==> src/core/grse_pkg.sv <==
// package: constants and carrier types for the remote state and fault block
package grse_pkg;

  localparam int GRSE_FAULT_W = 8;
  // fault status word bit positions
  localparam int GRSE_BIT_BAD_OPTION = 0;
  localparam int GRSE_BIT_LOOP = 1;
  localparam int GRSE_BIT_NOT_REMOTE = 2;
  localparam int GRSE_BIT_EARLY_TRIG = 3;
  localparam int GRSE_BIT_OVERRUN = 4;
  localparam int GRSE_BIT_SETUP = 5;
  localparam int GRSE_BIT_MEMORY = 6;
  localparam logic [7:0] GRSE_FAULT_RESET = 8'h00;
  localparam logic [15:0] GRSE_DOUT_RESET = 16'h0000;
  localparam logic [7:0] GRSE_SETUP_RESET = 8'h00;
  localparam int GRSE_NUM_SETUPS = 8;
  localparam int GRSE_DIG_W = 16;
  localparam int GRSE_ROWS = 8;

  // bus command strobes, each a one-cycle pulse
  typedef struct packed {
    logic my_talk;
    logic my_listen;
    logic untalk;
    logic unlisten;
    logic ifc;
    logic llo;
    logic gtl;
    logic dcl;
    logic sdc;
    logic get;
  } grse_bus_cmd_t;

  // command string parser events
  typedef struct packed {
    logic cmd_valid;
    logic cmd_known;
    logic option_ok;
    logic run_marker;
  } grse_parse_t;

  // front panel key presses, one-cycle pulses
  typedef struct packed {
    logic local_key;
    logic digital_io_display_key;
    logic other_key;
  } grse_keys_t;

  // lamps; rows A..H map to bit 0..7 of each column
  typedef struct packed {
    logic far_control_lamp;
    logic talk_lamp;
    logic listen_lamp;
    logic fault_lamp;
    logic dio_mode;
    logic [7:0] col_a;
    logic [7:0] col_b;
    logic [7:0] col_c;
    logic [7:0] col_d;
  } grse_lamps_t;

  typedef enum logic [1:0] {
    GRSE_TRIG_IDLE = 2'b00,
    GRSE_TRIG_CHANGING = 2'b01,
    GRSE_TRIG_SETTLING = 2'b11
  } grse_trig_state_t;

  localparam logic [2:0] GRSE_SRC_BUS = 3'h5;

endpackage

==> src/core/grse_dio_map.sv <==
// digital input and output lamp map for the display mode
`timescale 1ns/1ps
module grse_dio_map
  import grse_pkg::*;
#(
  parameter int DIG_W = GRSE_DIG_W
) (
  input wire logic [DIG_W-1:0] dig_in,
  input wire logic [DIG_W-1:0] dig_out,
  output logic [7:0] in_col1,
  output logic [7:0] in_col2,
  output logic [7:0] out_col1,
  output logic [7:0] out_col2
);

  genvar r;
  generate
    for (r = 0; r < GRSE_ROWS; r++) begin : g_row
      assign in_col1[r] = dig_in[r];
      assign in_col2[r] = dig_in[r + GRSE_ROWS];
      // negative true: lamp lit while the line is pulled low
      assign out_col1[r] = ~dig_out[r];
      assign out_col2[r] = ~dig_out[r + GRSE_ROWS];
    end
  endgenerate

endmodule

==> src/core/grse_core.sv <==
// remote/local state, fault latching and panel gating for the switching system
`timescale 1ns/1ps
// Summary of operation
// - known command with bad option raises fault
// - after bad option, skip through run marker
// - bad option latched in fault status word
// - loop failure lights lamp, sets flag
// - loop checked only on next loop operation
// - run marker while local flags not-remote
// - trigger during settling flagged, still processed
// - memory fault lamp lit until keypress
// - setup checksum failure clears setup, flags
// - trigger before ready ignored, flagged overrun
// - talker active on talk address, idle otherwise
// - listener active on listen address, idle otherwise
// - remote only when listened with enable true
// - in remote, keys other than local only clear faults
// - local key leaves remote unless lockout
// - local digital key toggles display mode
// - sixteen inputs shown, lit means high
// - sixteen outputs shown, lit means low
// - talking allowed regardless of remote
// - go-to-local leaves remote; clears restore defaults
// - group trigger acts only with bus source
// - interface clear forces local and idle states
module grse_core
  import grse_pkg::*;
#(
  parameter int DIG_W = GRSE_DIG_W,
  parameter int NUM_SETUPS = GRSE_NUM_SETUPS
) (
  input wire logic mclk,
  input wire logic rst,
  input wire logic ren,
  input wire grse_bus_cmd_t bus_cmd,
  input wire grse_parse_t parse,
  input wire grse_keys_t keys,
  input wire logic [2:0] trig_source,
  input wire logic ext_trigger,
  input wire logic change_done,
  input wire logic settled,
  input wire logic loop_op,
  input wire logic loop_ok,
  input wire logic powerup_done,
  input wire logic mem_fail,
  input wire logic [NUM_SETUPS-1:0] setup_bad,
  input wire logic [DIG_W-1:0] dig_in,
  input wire logic [DIG_W-1:0] dig_out,
  output grse_lamps_t lamps,
  output logic [GRSE_FAULT_W-1:0] fault_status_word,
  output logic [NUM_SETUPS-1:0] setup_clear,
  output logic cmd_execute,
  output logic start_change,
  output logic trigger_ready,
  output logic panel_enable,
  output logic defaults_restore
);

  ////////////////////////////////////////////////////////////////////////////
  // bus addressing and remote state
  logic talker, listener, remote, lockout;
  logic next_talker, next_listener, next_remote, next_lockout;
  logic dev_clear;
  assign dev_clear = bus_cmd.dcl | (bus_cmd.sdc & listener);
  always_comb begin
    next_talker = talker;
    next_listener = listener;
    next_remote = remote;
    next_lockout = lockout;
    // talking needs no remote state
    if (bus_cmd.my_talk) begin
      next_talker = 1'b1;
    end
    if (bus_cmd.untalk || bus_cmd.my_listen) begin
      next_talker = 1'b0;
    end
    if (bus_cmd.my_listen) begin
      next_listener = 1'b1;
    end
    if (bus_cmd.unlisten || bus_cmd.my_talk) begin
      next_listener = 1'b0;
    end
    if (bus_cmd.my_listen && ren) begin
      next_remote = 1'b1;
    end
    if (bus_cmd.llo) begin
      next_lockout = 1'b1;
    end
    if (!ren) begin
      // dropping remote enable is the only way out of lockout
      next_remote = 1'b0;
      next_lockout = 1'b0;
    end
    if (bus_cmd.gtl && listener) begin
      next_remote = 1'b0;
    end
    if (keys.local_key && remote && !lockout) begin
      next_remote = 1'b0;
    end
    if (bus_cmd.ifc) begin
      next_talker = 1'b0;
      next_listener = 1'b0;
      next_remote = 1'b0;
    end
  end
  always_ff @(posedge mclk) begin
    if (rst) begin
      talker <= 1'b0;
      listener <= 1'b0;
      remote <= 1'b0;
      lockout <= 1'b0;
    end else begin
      talker <= next_talker;
      listener <= next_listener;
      remote <= next_remote;
      lockout <= next_lockout;
    end
  end

  ////////////////////////////////////////////////////////////////////////////
  // command string checking
  logic skipping, next_skipping, bad_option_fault, not_remote_ev, next_execute;
  assign bad_option_fault = parse.cmd_valid & parse.cmd_known & ~parse.option_ok;
  assign not_remote_ev = parse.run_marker & ~remote;
  always_comb begin
    next_skipping = skipping;
    next_execute = 1'b0;
    if (parse.run_marker) begin
      // marker ends the discard; the string it closes is dropped too
      next_skipping = 1'b0;
      next_execute = remote & ~skipping & ~bad_option_fault;
    end else if (bad_option_fault) begin
      next_skipping = 1'b1;
    end
    if (dev_clear || bus_cmd.ifc) begin
      next_skipping = 1'b0;
    end
  end
  always_ff @(posedge mclk) begin
    if (rst) begin
      skipping <= 1'b0;
      cmd_execute <= 1'b0;
    end else begin
      skipping <= next_skipping;
      cmd_execute <= next_execute;
    end
  end

  ////////////////////////////////////////////////////////////////////////////
  // trigger timing
  grse_trig_state_t trig_state, next_trig_state;
  logic trig_in, overrun_ev, early_ev, next_start;
  // bus trigger counts only with the bus source selected
  assign trig_in = ext_trigger | (bus_cmd.get & listener & (trig_source == GRSE_SRC_BUS));
  assign overrun_ev = trig_in & (trig_state == GRSE_TRIG_CHANGING);
  assign early_ev = trig_in & (trig_state == GRSE_TRIG_SETTLING);
  always_comb begin
    next_trig_state = trig_state;
    next_start = 1'b0;
    case (trig_state)
      GRSE_TRIG_IDLE: begin
        if (trig_in) begin
          next_start = 1'b1;
          next_trig_state = GRSE_TRIG_CHANGING;
        end
      end
      GRSE_TRIG_CHANGING: begin
        // overrun trigger leaves the running change alone
        if (change_done) begin
          next_trig_state = GRSE_TRIG_SETTLING;
        end
      end
      GRSE_TRIG_SETTLING: begin
        if (trig_in) begin
          next_start = 1'b1;
          next_trig_state = GRSE_TRIG_CHANGING;
        end else if (settled) begin
          next_trig_state = GRSE_TRIG_IDLE;
        end
      end
      default: begin
        next_trig_state = GRSE_TRIG_IDLE;
      end
    endcase
    if (dev_clear) begin
      next_trig_state = GRSE_TRIG_IDLE;
      next_start = 1'b0;
    end
  end

  always_ff @(posedge mclk) begin
    if (rst) begin
      trig_state <= GRSE_TRIG_IDLE;
      start_change <= 1'b0;
      trigger_ready <= 1'b1;
      defaults_restore <= 1'b0;
    end else begin
      trig_state <= next_trig_state;
      start_change <= next_start;
      trigger_ready <= (next_trig_state != GRSE_TRIG_CHANGING);
      defaults_restore <= dev_clear;
    end
  end

  ////////////////////////////////////////////////////////////////////////////
  // fault status word and fault lamp
  logic [GRSE_FAULT_W-1:0] faults, next_faults, fault_set;
  logic any_key, pu_seen, pu_fire;
  assign any_key = keys.local_key | keys.digital_io_display_key | keys.other_key;
  assign pu_fire = powerup_done & ~pu_seen;
  always_comb begin
    fault_set = '0;
    fault_set[GRSE_BIT_BAD_OPTION] = bad_option_fault;
    // loop health is sampled only when an operation uses the loop
    fault_set[GRSE_BIT_LOOP] = loop_op & ~loop_ok;
    fault_set[GRSE_BIT_NOT_REMOTE] = not_remote_ev;
    fault_set[GRSE_BIT_EARLY_TRIG] = early_ev;
    fault_set[GRSE_BIT_OVERRUN] = overrun_ev;
    fault_set[GRSE_BIT_SETUP] = pu_fire & (|setup_bad);
    fault_set[GRSE_BIT_MEMORY] = pu_fire & mem_fail;
    next_faults = faults;
    if (any_key || dev_clear) begin
      next_faults = GRSE_FAULT_RESET;
    end
    // a new fault in the clearing cycle is kept
    next_faults = next_faults | fault_set;
  end

  always_ff @(posedge mclk) begin
    if (rst) begin
      faults <= GRSE_FAULT_RESET;
      pu_seen <= 1'b0;
      setup_clear <= '0;
    end else begin
      faults <= next_faults;
      pu_seen <= pu_seen | powerup_done;
      setup_clear <= pu_fire ? setup_bad : GRSE_SETUP_RESET[NUM_SETUPS-1:0];
    end
  end
  assign fault_status_word = faults;

  ////////////////////////////////////////////////////////////////////////////
  // panel keys and display
  logic dio_mode, next_dio_mode;
  logic [7:0] in_c1, in_c2, out_c1, out_c2;
  always_comb begin
    next_dio_mode = dio_mode;
    // keys other than local only clear faults while remote
    if (keys.digital_io_display_key && !remote) begin
      next_dio_mode = ~dio_mode;
    end
    if (next_remote) begin
      next_dio_mode = 1'b0;
    end
  end

  always_ff @(posedge mclk) begin
    if (rst) begin
      dio_mode <= 1'b0;
      panel_enable <= 1'b1;
    end else begin
      dio_mode <= next_dio_mode;
      panel_enable <= ~next_remote;
    end
  end
  grse_dio_map #(.DIG_W(DIG_W)) u_map (
    .dig_in(dig_in),
    .dig_out(dig_out),
    .in_col1(in_c1),
    .in_col2(in_c2),
    .out_col1(out_c1),
    .out_col2(out_c2)
  );
  always_ff @(posedge mclk) begin
    if (rst) begin
      lamps <= '0;
    end else begin
      lamps.far_control_lamp <= next_remote;
      lamps.talk_lamp <= next_talker;
      lamps.listen_lamp <= next_listener;
      lamps.fault_lamp <= |next_faults;
      lamps.dio_mode <= next_dio_mode;
      lamps.col_a <= next_dio_mode ? in_c1 : 8'h00;
      lamps.col_b <= next_dio_mode ? in_c2 : 8'h00;
      lamps.col_c <= next_dio_mode ? out_c1 : 8'h00;
      lamps.col_d <= next_dio_mode ? out_c2 : 8'h00;
    end
  end

  ////////////////////////////////////////////////////////////////////////////
  // checks
  a_remote_entry: assert property (@(posedge mclk) disable iff (rst)
    $rose(lamps.far_control_lamp) |-> $past(bus_cmd.my_listen) && $past(ren))
    else $error("remote entered without listen address and enable");
  a_ifc_idle: assert property (@(posedge mclk) disable iff (rst)
    bus_cmd.ifc |=> !lamps.talk_lamp && !lamps.listen_lamp && !lamps.far_control_lamp)
    else $error("interface clear left a lamp lit");
  a_talk_entry: assert property (@(posedge mclk) disable iff (rst)
    bus_cmd.my_talk && !bus_cmd.ifc |=> lamps.talk_lamp && !lamps.listen_lamp)
    else $error("talk address did not make talker only");
  a_listen_entry: assert property (@(posedge mclk) disable iff (rst)
    bus_cmd.my_listen && !bus_cmd.ifc |=> lamps.listen_lamp && !lamps.talk_lamp)
    else $error("listen address did not make listener only");
  a_bad_option: assert property (@(posedge mclk) disable iff (rst)
    bad_option_fault |=> fault_status_word[GRSE_BIT_BAD_OPTION] && lamps.fault_lamp)
    else $error("bad option not latched");
  // marker three cycles after the bad option, nothing clearing in between
  a_skip_marker: assert property (@(posedge mclk) disable iff (rst)
    bad_option_fault && !parse.run_marker && !dev_clear && !bus_cmd.ifc
      ##1 (!parse.run_marker && !dev_clear && !bus_cmd.ifc)[*2]
      ##1 parse.run_marker |=> !cmd_execute)
    else $error("string with bad option was executed");
  a_not_remote: assert property (@(posedge mclk) disable iff (rst)
    parse.run_marker && !remote |=> fault_status_word[GRSE_BIT_NOT_REMOTE] && !cmd_execute)
    else $error("run marker in local not flagged");
  a_overrun_hold: assert property (@(posedge mclk) disable iff (rst)
    overrun_ev && !dev_clear |=> !start_change && fault_status_word[GRSE_BIT_OVERRUN])
    else $error("overrun trigger restarted change or was not flagged");
  a_early_trig: assert property (@(posedge mclk) disable iff (rst)
    early_ev && !dev_clear |=> start_change && fault_status_word[GRSE_BIT_EARLY_TRIG])
    else $error("early trigger not processed and flagged");
  a_lockout_key: assert property (@(posedge mclk) disable iff (rst)
    remote && lockout && ren && !bus_cmd.gtl && !bus_cmd.ifc |=> lamps.far_control_lamp)
    else $error("remote left under lockout");
  a_remote_panel: assert property (@(posedge mclk) disable iff (rst)
    remote && keys.digital_io_display_key |=> !lamps.dio_mode)
    else $error("display key acted in remote");
  a_loop_fault: assert property (@(posedge mclk) disable iff (rst)
    !loop_op |=> !$rose(fault_status_word[GRSE_BIT_LOOP]))
    else $error("loop fault raised without loop operation");
  c_remote: cover property (@(posedge mclk) disable iff (rst) $rose(lamps.far_control_lamp));
  c_overrun: cover property (@(posedge mclk) disable iff (rst) overrun_ev);
  c_dio: cover property (@(posedge mclk) disable iff (rst) $rose(lamps.dio_mode));
  c_skip: cover property (@(posedge mclk) disable iff (rst) skipping && parse.run_marker);
endmodule

==> config.mk <==
export PLATFORM = sky130hd
export DESIGN_NAME = grse_core
export DESIGN_NICKNAME = d
export VERILOG_FILES = /design/src/core/grse_pkg.sv /design/src/core/grse_dio_map.sv /design/src/core/grse_core.sv
export SDC_FILE = /design/constraint.sdc
export NUM_CORES = 1
export LEC_CHECK = 0
export BUFFER_PORTS_ARGS = -buffer_cell sky130_fd_sc_hd__buf_2
export CAP_MARGIN = 15
export CORE_ASPECT_RATIO = 0.5
export CORE_UTILIZATION = 40
export DETAILED_ROUTE_END_ITERATION = 10
export PLACE_DENSITY = 0.74
export SETUP_SLACK_MARGIN = 0.05
export SYNTH_ARGS = -nofsm -noshare
export SYNTH_HDL_FRONTEND = slang
export SYNTH_HIERARCHICAL = 1
export SYNTH_SLANG_ARGS = --single-unit
==> constraint.sdc <==
create_clock -name mclk -period 2.3 [get_ports mclk]
set_input_delay 0.23 -clock mclk [delete_from_list [all_inputs] [get_ports mclk]]
set_output_delay 0.23 -clock mclk [all_outputs]
set_load 0.005 [all_outputs]
-- Word-level counts from Yosys, hierarchy flattened
Index checks and enable logic that the tools add are counted.
Widths: inputs -> output; s select.
- bits in registers: 63
- input port bits: 70
- word-level logic and storage cells: 113
- eq/ne operators: 4
- mux-type cells: 17
- bitwise gates (word level): 49
- reduce and logical (&&, ||, !) cells: 23
- operator list (operator ; number):
    $not 1->1 ; 29
    $reduce_or 8->1 ; 2
    $and 1x1->1 ; 14
    $reduce_or 3->1 ; 4
    $mux 1 ; 10
    $mux 2 ; 5
    $reduce_or 2->1 ; 5
    $mux 8 ; 1
    $or 8x7->8 ; 1
    $pmux 2 s3 ; 1
    $logic_and 1x1->1 ; 5
    $or 1x1->1 ; 5
    $logic_or 1x1->1 ; 4
    $eq 3x3->1 const B ; 1
    $eq 2x1->1 const B ; 1
    $eq 2x2->1 const B ; 1
    $logic_not 1->1 ; 2
    $logic_not 2->1 ; 1
    $ne 2x1->1 const B ; 1

-- Logic depth before layout (Yosys ltp)
Gate-level depths: netlist of the first run.
- word-level depth: 9
- mapped depth: 5

-- Modules after synthesis
The synthesis of the first run kept the hierarchy.
- modules (own cells, without submodules) (module ; instances ; cells an instance ; area each (um^2)):
    grse_core ; 1 ; 190 ; 2062.0
    grse_dio_map ; 1 ; 32 ; 180.2

-- Least setup slack after synthesis of the first run
No wires, ideal clock.
- path type: register to register
- start: register trig_state[0]
- end: register trig_state[0]
- setup time: 0.115 ns
- data arrival time: 1.375 ns
- path slack: 0.810 ns
- stages on the path, launching flop included: 6
- path buffers: 0
- clock period less this slack: 1.490 ns
- path through: dfxtp_1 inv_1 ha_1 or2_2 a221o_1 and2_1
- longest elaborated chain between the ends: 4
- elaborated cells between the ends (all ways): 9
- ends and longest elaborated chain (element ; RTL line ; text):
    start, declared ; grse_core.sv:151 ; grse_trig_state_t trig_state, next_trig_state;
    start signal, assigned ; grse_core.sv:198 ; trig_state <= next_trig_state;
    $mux 2 ; grse_core.sv:177 ; end else if (settled) begin
    $mux 2 ; grse_core.sv:174 ; if (trig_in) begin
    $pmux 2 s3 * ; grse_core.sv:160 ; case (trig_state)
    $mux 2 * ; grse_core.sv:185 ; if (dev_clear) begin
Every way passes the cells marked *; elsewhere a longest branch is shown, timed or not.
A chain may end at the register's enable or synchronous reset.

==> impl_metrics.tcl, run 1 <==
set metrics [dict create \
    worst_pin_slew_ns 0.8302 \
    wire_per_inst_um 11.90 \
    cts_buffer_depth 2 \
    dr.pass1.iters 4 \
    ctsResizeCount 0 \
    grt_pass1_wl_um 7120 \
    cts-buffers-inserted 9 \
    clk_pin_slew_ns 0.07 \
    syn2layout_area_growth_pct 34.54 \
    drv_cap 0 \
    period_minus_slack_ns 1.690 \
    max_freq_mhz 591.9 \
    yosysTopAreaCell "dfxtp_1" \
    cts_root_buffer "clkbuf_8" \
    synthDistinctLibCells 36 \
    synth_cells 222 \
    io_buffer_count 127 \
    rsz0062_at_grt "no" \
    worstHoldStart "bus_cmd[6]" \
    ant_nets 0 \
    drt-vias-per-instance 4.390 \
    powerDensity_nw_per_um2 816.2 \
    worstSkewPairLatency_ns 0.33 \
    leakagePower_nw 1.574 \
    hold_path_end "lamps[34]$_SDFFE_PP0P_" \
    synth_nets 296 \
    place_inst 394 \
    layout_common_cells "127 x buf_2, 63 x dfxtp_1, 41 x and2_1, 20 x inv_1, 14 x nor2_1" \
    ios 128 \
    worstReg2RegEnd "lamps[23]$_SDFF_PP0_" \
    synth-seq-cells 63 \
    dr_total_vias 1800 \
    r2r_slack_ns 0.61 \
    ir_worst_vdd_mv 0.3973 \
    place_congestion 0.6703 \
    hold_violations 0 \
    grt_max_degree 34 \
    die_w_um 107.9 \
    drt_iter0_markers 33 \
    max-slew-margin-rel_pct 44.65 \
    finalNonFillerCells 410 \
    n_antenna_cell 0 \
    design.final.nets 409 \
    synth_area_um2 2242 \
    synth-seq-area-share_pct 56.25 \
    ys_warn_count 6 \
    initial_core_util_pct 43.47 \
    drive_gt1_share_pct 43.53 \
    wl_um 4880 \
    r2r_start "lamps[36]$_SDFF_PP0_" \
    cts_setup_buffers 0 \
    cp-start-kind "register" \
    fin_setup_tns_ns 0 \
    post-dp-hpwl_um 3777 \
    critPathKind "register to register" \
    hold_buffers 0 \
    clock_skew_ns 0.01127 \
    avgSynthCellArea_um2 10.10 \
    grt_overflow 0 \
    min_path_cells 2 \
    die_area_um2 5927 \
    htreeDepth 3 \
    crit_arrival_ns 1.96 \
    status "complete, no violations" \
    rows 18 \
    layout_commonest_cell "buf_2" \
    synth.top_cells.by_area "dfxtp_1 56%, and2_1 11%, buf_4 6.7%, inv_1 3.3%, nor2_1 2.3%" \
    chipHeight_um 54.94 \
    setup_viol 0 \
    coreArea_um2 5157 \
    r2r_cells 4 \
    drc 0 \
    grt_pass1_vias 1594 \
    min_path_type "input port to register" \
    report.final.slew_viol_count 0 \
    antenna_found_initial 0 \
    cp_data_required_time_ns 2.57 \
    final.period_utilization_pct 73.46 \
    cts_sinks 63 \
    cts_tree "built" \
    cp-end-kind "register" \
    synth_top_area_share_pct 56.25 \
    track_usage_pct 16.54 \
    path_max_fanout 33 \
]
cells by family after synthesis:
| logic type | after synthesis | synth area share (%) |
|---|---|---|
| compound gates | 18 | 5.636 |
| buf+inv | 45 | 11.05 |
| fa+ha+maj | 4 | 2.232 |
| flops | 63 | 56.25 |
| simple gates | 91 | 24.44 |
| xor+xnor | 1 | 0.3907 |
per-stage QoR:
step / instance area (um2) / utilization [%] / hold slack [ns] / total power, mW / setup slack [ns]
floorplan: 2242 / - / 0.3065 / 1.315 / 0.8097
global placement: 2793 / 54.15 / 0.3944 / 1.414 / 0.7285
detailed placement: 2793 / 54.15 / 0.3999 / 1.425 / 0.5978
CTS: 3017 / 58.49 / 0.04065 / 2.487 / 0.5731
global route: 3017 / 58.49 / 0.05017 / 2.575 / 0.4470
finish: 3017 / 58.49 / 0.05561 / 2.462 / 0.6104
worst max-delay path: stages, from the launching register on:
cell,delay (ns)
dfxtp_1,0.39
nand2b_1,0.15
xnor2_1,0.12
and3b_1,0.72
and2_1,0.24
Yosys cell counts (all sizes together):
master,n
a211oi,1
a21o,2
a21oi,7
a221o,1
a22oi,2
a31oi,1
a41o,1
and2,41
and3b,2
buf,23
clkbuf,2
dfxtp,63
ha,4
inv,20
nand2,7
nand2b,4
nand3,2
nand3b,2
nand4b,1
nor2,14
nor2b,3
nor3,2
nor3b,1
nor4,9
nor4b,1
o21ai,2
o31a,1
or2,2
xnor2,1
state kept, by name (all words and copies together) (netlist names), 2 cells and up:
register and cells:
fault_status_word 8, lamps 37, setup_clear 8, trig_state 2
area by class of cell:
cell class / count / area (um2)
clock inverters: 3 / 65.06
flip-flops and latches: 63 / 1261
well taps: 70 / 87.58
fillers: 474 / 2141
clock buffers: 13 / 158.9
repair buffers: 127 / 635.6
inverters: 20 / 75.07
multi-input cells: 114 / 733.2
per-layer routing:
metal | routed length, um | track usage [%] | share of wire [%] | vias up
li1 | - | - | - | 917
met1 | 1917 | 17.63 | 39 | 816
met5 | 0 | 0 | 0 | -
met3 | 284 | 5.972 | 5.8 | 12
met2 | 2580 | 30.34 | 53 | 55
met4 | 97 | 8.447 | 2.0 | 0
how the worst max path moves through the flow:
stage                              from                        to  slack [ns]  cells past startpoint
6_report           lamps[36]$_SDFF_PP0_      lamps[23]$_SDFF_PP0_        0.61                      4
3_3_place_gp       lamps[36]$_SDFF_PP0_      lamps[16]$_SDFF_PP0_        0.73                      4
3_5_place_dp       lamps[36]$_SDFF_PP0_      lamps[23]$_SDFF_PP0_        0.60                      4
5_1_grt            lamps[36]$_SDFF_PP0_      lamps[18]$_SDFF_PP0_        0.45                      4
2_1_floorplan  trig_state[0]$_SDFF_PP0_  trig_state[0]$_SDFF_PP0_        0.81                      5
4_1_cts            lamps[36]$_SDFF_PP0_      lamps[23]$_SDFF_PP0_        0.57                      4
power breakdown:
| group | switching [mW] | internal, mW | total, mW |
|---|---|---|---|
| combinational | 0.105 | 0.125 | 0.230 |
| clock | 0.395 | 0.669 | 1.06 |
| sequential | 0.0193 | 1.15 | 1.17 |
| total | 0.520 | 1.94 | 2.46 |
No activity file was read; power rests on OpenSTA's default activity.
==> inputs of run 2 (changes only) <==
Settings changed: CORE_UTILIZATION 40 to 39, PLACE_DENSITY 0.74 to 0.75.
Clock period 2.3 ns to 1.55 ns, I/O delays scaled along.
==> impl_metrics.tcl, run 2 (synthesized netlist as in run 1, its figures left out) <==
set metrics [dict create \
    slowest_stage "dfxtp_2" \
    multi_input_area_um2 752.0 \
    max_freq_mhz 686.1 \
    met2_usage_pct 29.92 \
    rsz0062_at_grt "no" \
    grt_pass1_vias 1832 \
    crit_start "trig_state[1]$_SDFF_PP0_" \
    cp-end-kind "register" \
    crit_chain "inv_2, ha_4, or2_2, a221o_1, and2_1" \
    critPathKind "register to register" \
    max-slew-margin-rel_pct 77.33 \
    dr_total_vias 1825 \
    layout_commonest_cell "buf_2" \
    worstReg2RegEnd "trig_state[0]$_SDFF_PP0_" \
    grt_busiest_layer "met2" \
    timing.hold.ws_ns 0.02141 \
    r2r_start "trig_state[1]$_SDFF_PP0_" \
    ios 128 \
    die_area_um2 6075 \
    cp_data_required_time_ns 1.76 \
    ant_nets 0 \
    crit_buf_inv 1 \
    period_minus_slack_ns 1.457 \
    largest_reg_flops 37 \
    ir_worst_vdd_mv 0.6463 \
    critPathCapture "trig_state[0]$_SDFF_PP0_" \
    path_max_fanout 4 \
    placed_cell_area_um2 2819 \
    r2r_slack_ns 0.09 \
    net-switching-power_mw 0.8398 \
    setup_viol 0 \
    clk_pin_slew_ns 0.05 \
    drc 0 \
    cts_sinks 63 \
    min_path_type "input port to register" \
    sw_frac_of_total_pct 20.05 \
    cp-start-kind "register" \
    place_inst 400 \
    drt_iter0_markers 53 \
    worst_pin_slew_ns 0.3389 \
    antenna_found_initial 0 \
    wl_um 4954 \
    final_util_pct 58.14 \
    post-dp-hpwl_um 3744 \
    grt_max_degree 34 \
    num-fill-cells 501 \
    initial_core_util_pct 40.65 \
    comb_power_share_pct 8.7 \
    setup_ws_ns 0.09253 \
    finalNonFillerCells 421 \
    report.final.slew_viol_count 0 \
    drt-vias-per-instance 4.335 \
    clock_skew_ns 0.003594 \
    met3_usage_pct 5.504 \
    place_ws_ns -0.1478 \
    final.period_utilization_pct 94.03 \
    layout_common_cells "127 x buf_2, 61 x dfxtp_1, 41 x and2_1, 18 x inv_1, 14 x nor2_1" \
    p_int_mw 3.349 \
    place_congestion 0.7296 \
    clock_power_share_pct 49.9 \
    cts_tree "built" \
    design.final.nets 418 \
    track_usage_pct 17.05 \
    drive_gt1_share_pct 46.26 \
    die_w_um 109.2 \
    cts-buffers-inserted 9 \
    register_area_um2 1266 \
    worstSkewPairLatency_ns 0.32 \
    r2r_cells 5 \
    htreeDepth 3 \
    drv_cap 0 \
    crit_arrival_ns 1.67 \
    n_antenna_cell 0 \
    fin_setup_tns_ns 0 \
    top_register "lamps" \
    cts_root_buffer "clkbuf_16" \
    powerDensity_nw_per_um2 1306 \
    hold_violations 0 \
    status "complete, no violations" \
    dr.pass1.iters 4 \
    io_buffer_count 127 \
    power_mw 4.189 \
    grt_overflow 0 \
    cp.depth 5 \
    coreArea_um2 5515 \
    wire_per_inst_um 11.77 \
    gr-usage-met1_pct 18.46 \
    cts_buffer_depth 2 \
    seq_power_share_pct 41.4 \
    leakagePower_nw 1.650 \
    chipHeight_um 55.62 \
    cp_top_family "simple AND/OR/NAND/NOR gates" \
    grt_pass1_wl_um 7845 \
    syn2layout_area_growth_pct 43.02 \
    fin_area_um2 3207 \
    crit_path_max_incr_delay_ns 0.36 \
    rows 19 \
]
-- run 2: changes by cell type in the layout (fill, tap and decap cells not counted), sizes merged --
cell | previous run | this run
buf | 127 | 134
dlygate4sd3 | 0 | 2
clkbuf | 13 | 12
clkinv | 1 | 0
clkinvlp | 0 | 1
-- run 2: layout make-up --
cell class / instances / share of cell area [%]
clock buffer: 12 / 7.686
clock inverter: 3 / 2.107
inverter: 20 / 2.341
multi-input combinational: 114 / 23.45
sequential: 63 / 39.48
tap: 73 / 2.848
timing repair buffer: 136 / 22.08
-- run 2: how the worst min path moves through the flow --
stage / start / end / depth (start not counted) / slack [ns]
floorplan: parse[0] / skipping$_SDFFE_PP0P_ / 1 / 0.23
global placement: bus_cmd[6] / lamps[34]$_SDFFE_PP0P_ / 2 / 0.32
detailed placement: bus_cmd[7] / lamps[35]$_SDFFE_PP0P_ / 2 / 0.33
CTS: bus_cmd[9] / lamps[34]$_SDFFE_PP0P_ / 2 / 0.005
global route: bus_cmd[9] / lamps[34]$_SDFFE_PP0P_ / 2 / 0.01
finish: bus_cmd[9] / lamps[34]$_SDFFE_PP0P_ / 2 / 0.02
-- run 2: timing repair --
action	CTS	global route
buffers inserted	1	3
hold endpoints to repair	2	0
endpoints found under the setup margin	34	34
gates resized for setup	3	7
hold buffers	2	0
gates cloned	0	0
pin swaps	1	2
-- run 2: power groups by stage --
stage	registers (mW)	clock network [mW]	logic [mW]
2_1_floorplan	1.78	0	0.173
3_5_place_dp	1.77	0	0.349
6_report	1.74	2.09	0.363
3_3_place_gp	1.77	0	0.336
5_1_grt	1.74	2.20	0.402
4_1_cts	1.74	2.12	0.358
-- run 2: metal layers --
layer	up-vias	share of wire (%)
li1	932	-
met1	842	40
met2	41	54
met3	10	3.7
met4	0	2.3
met5	-	0
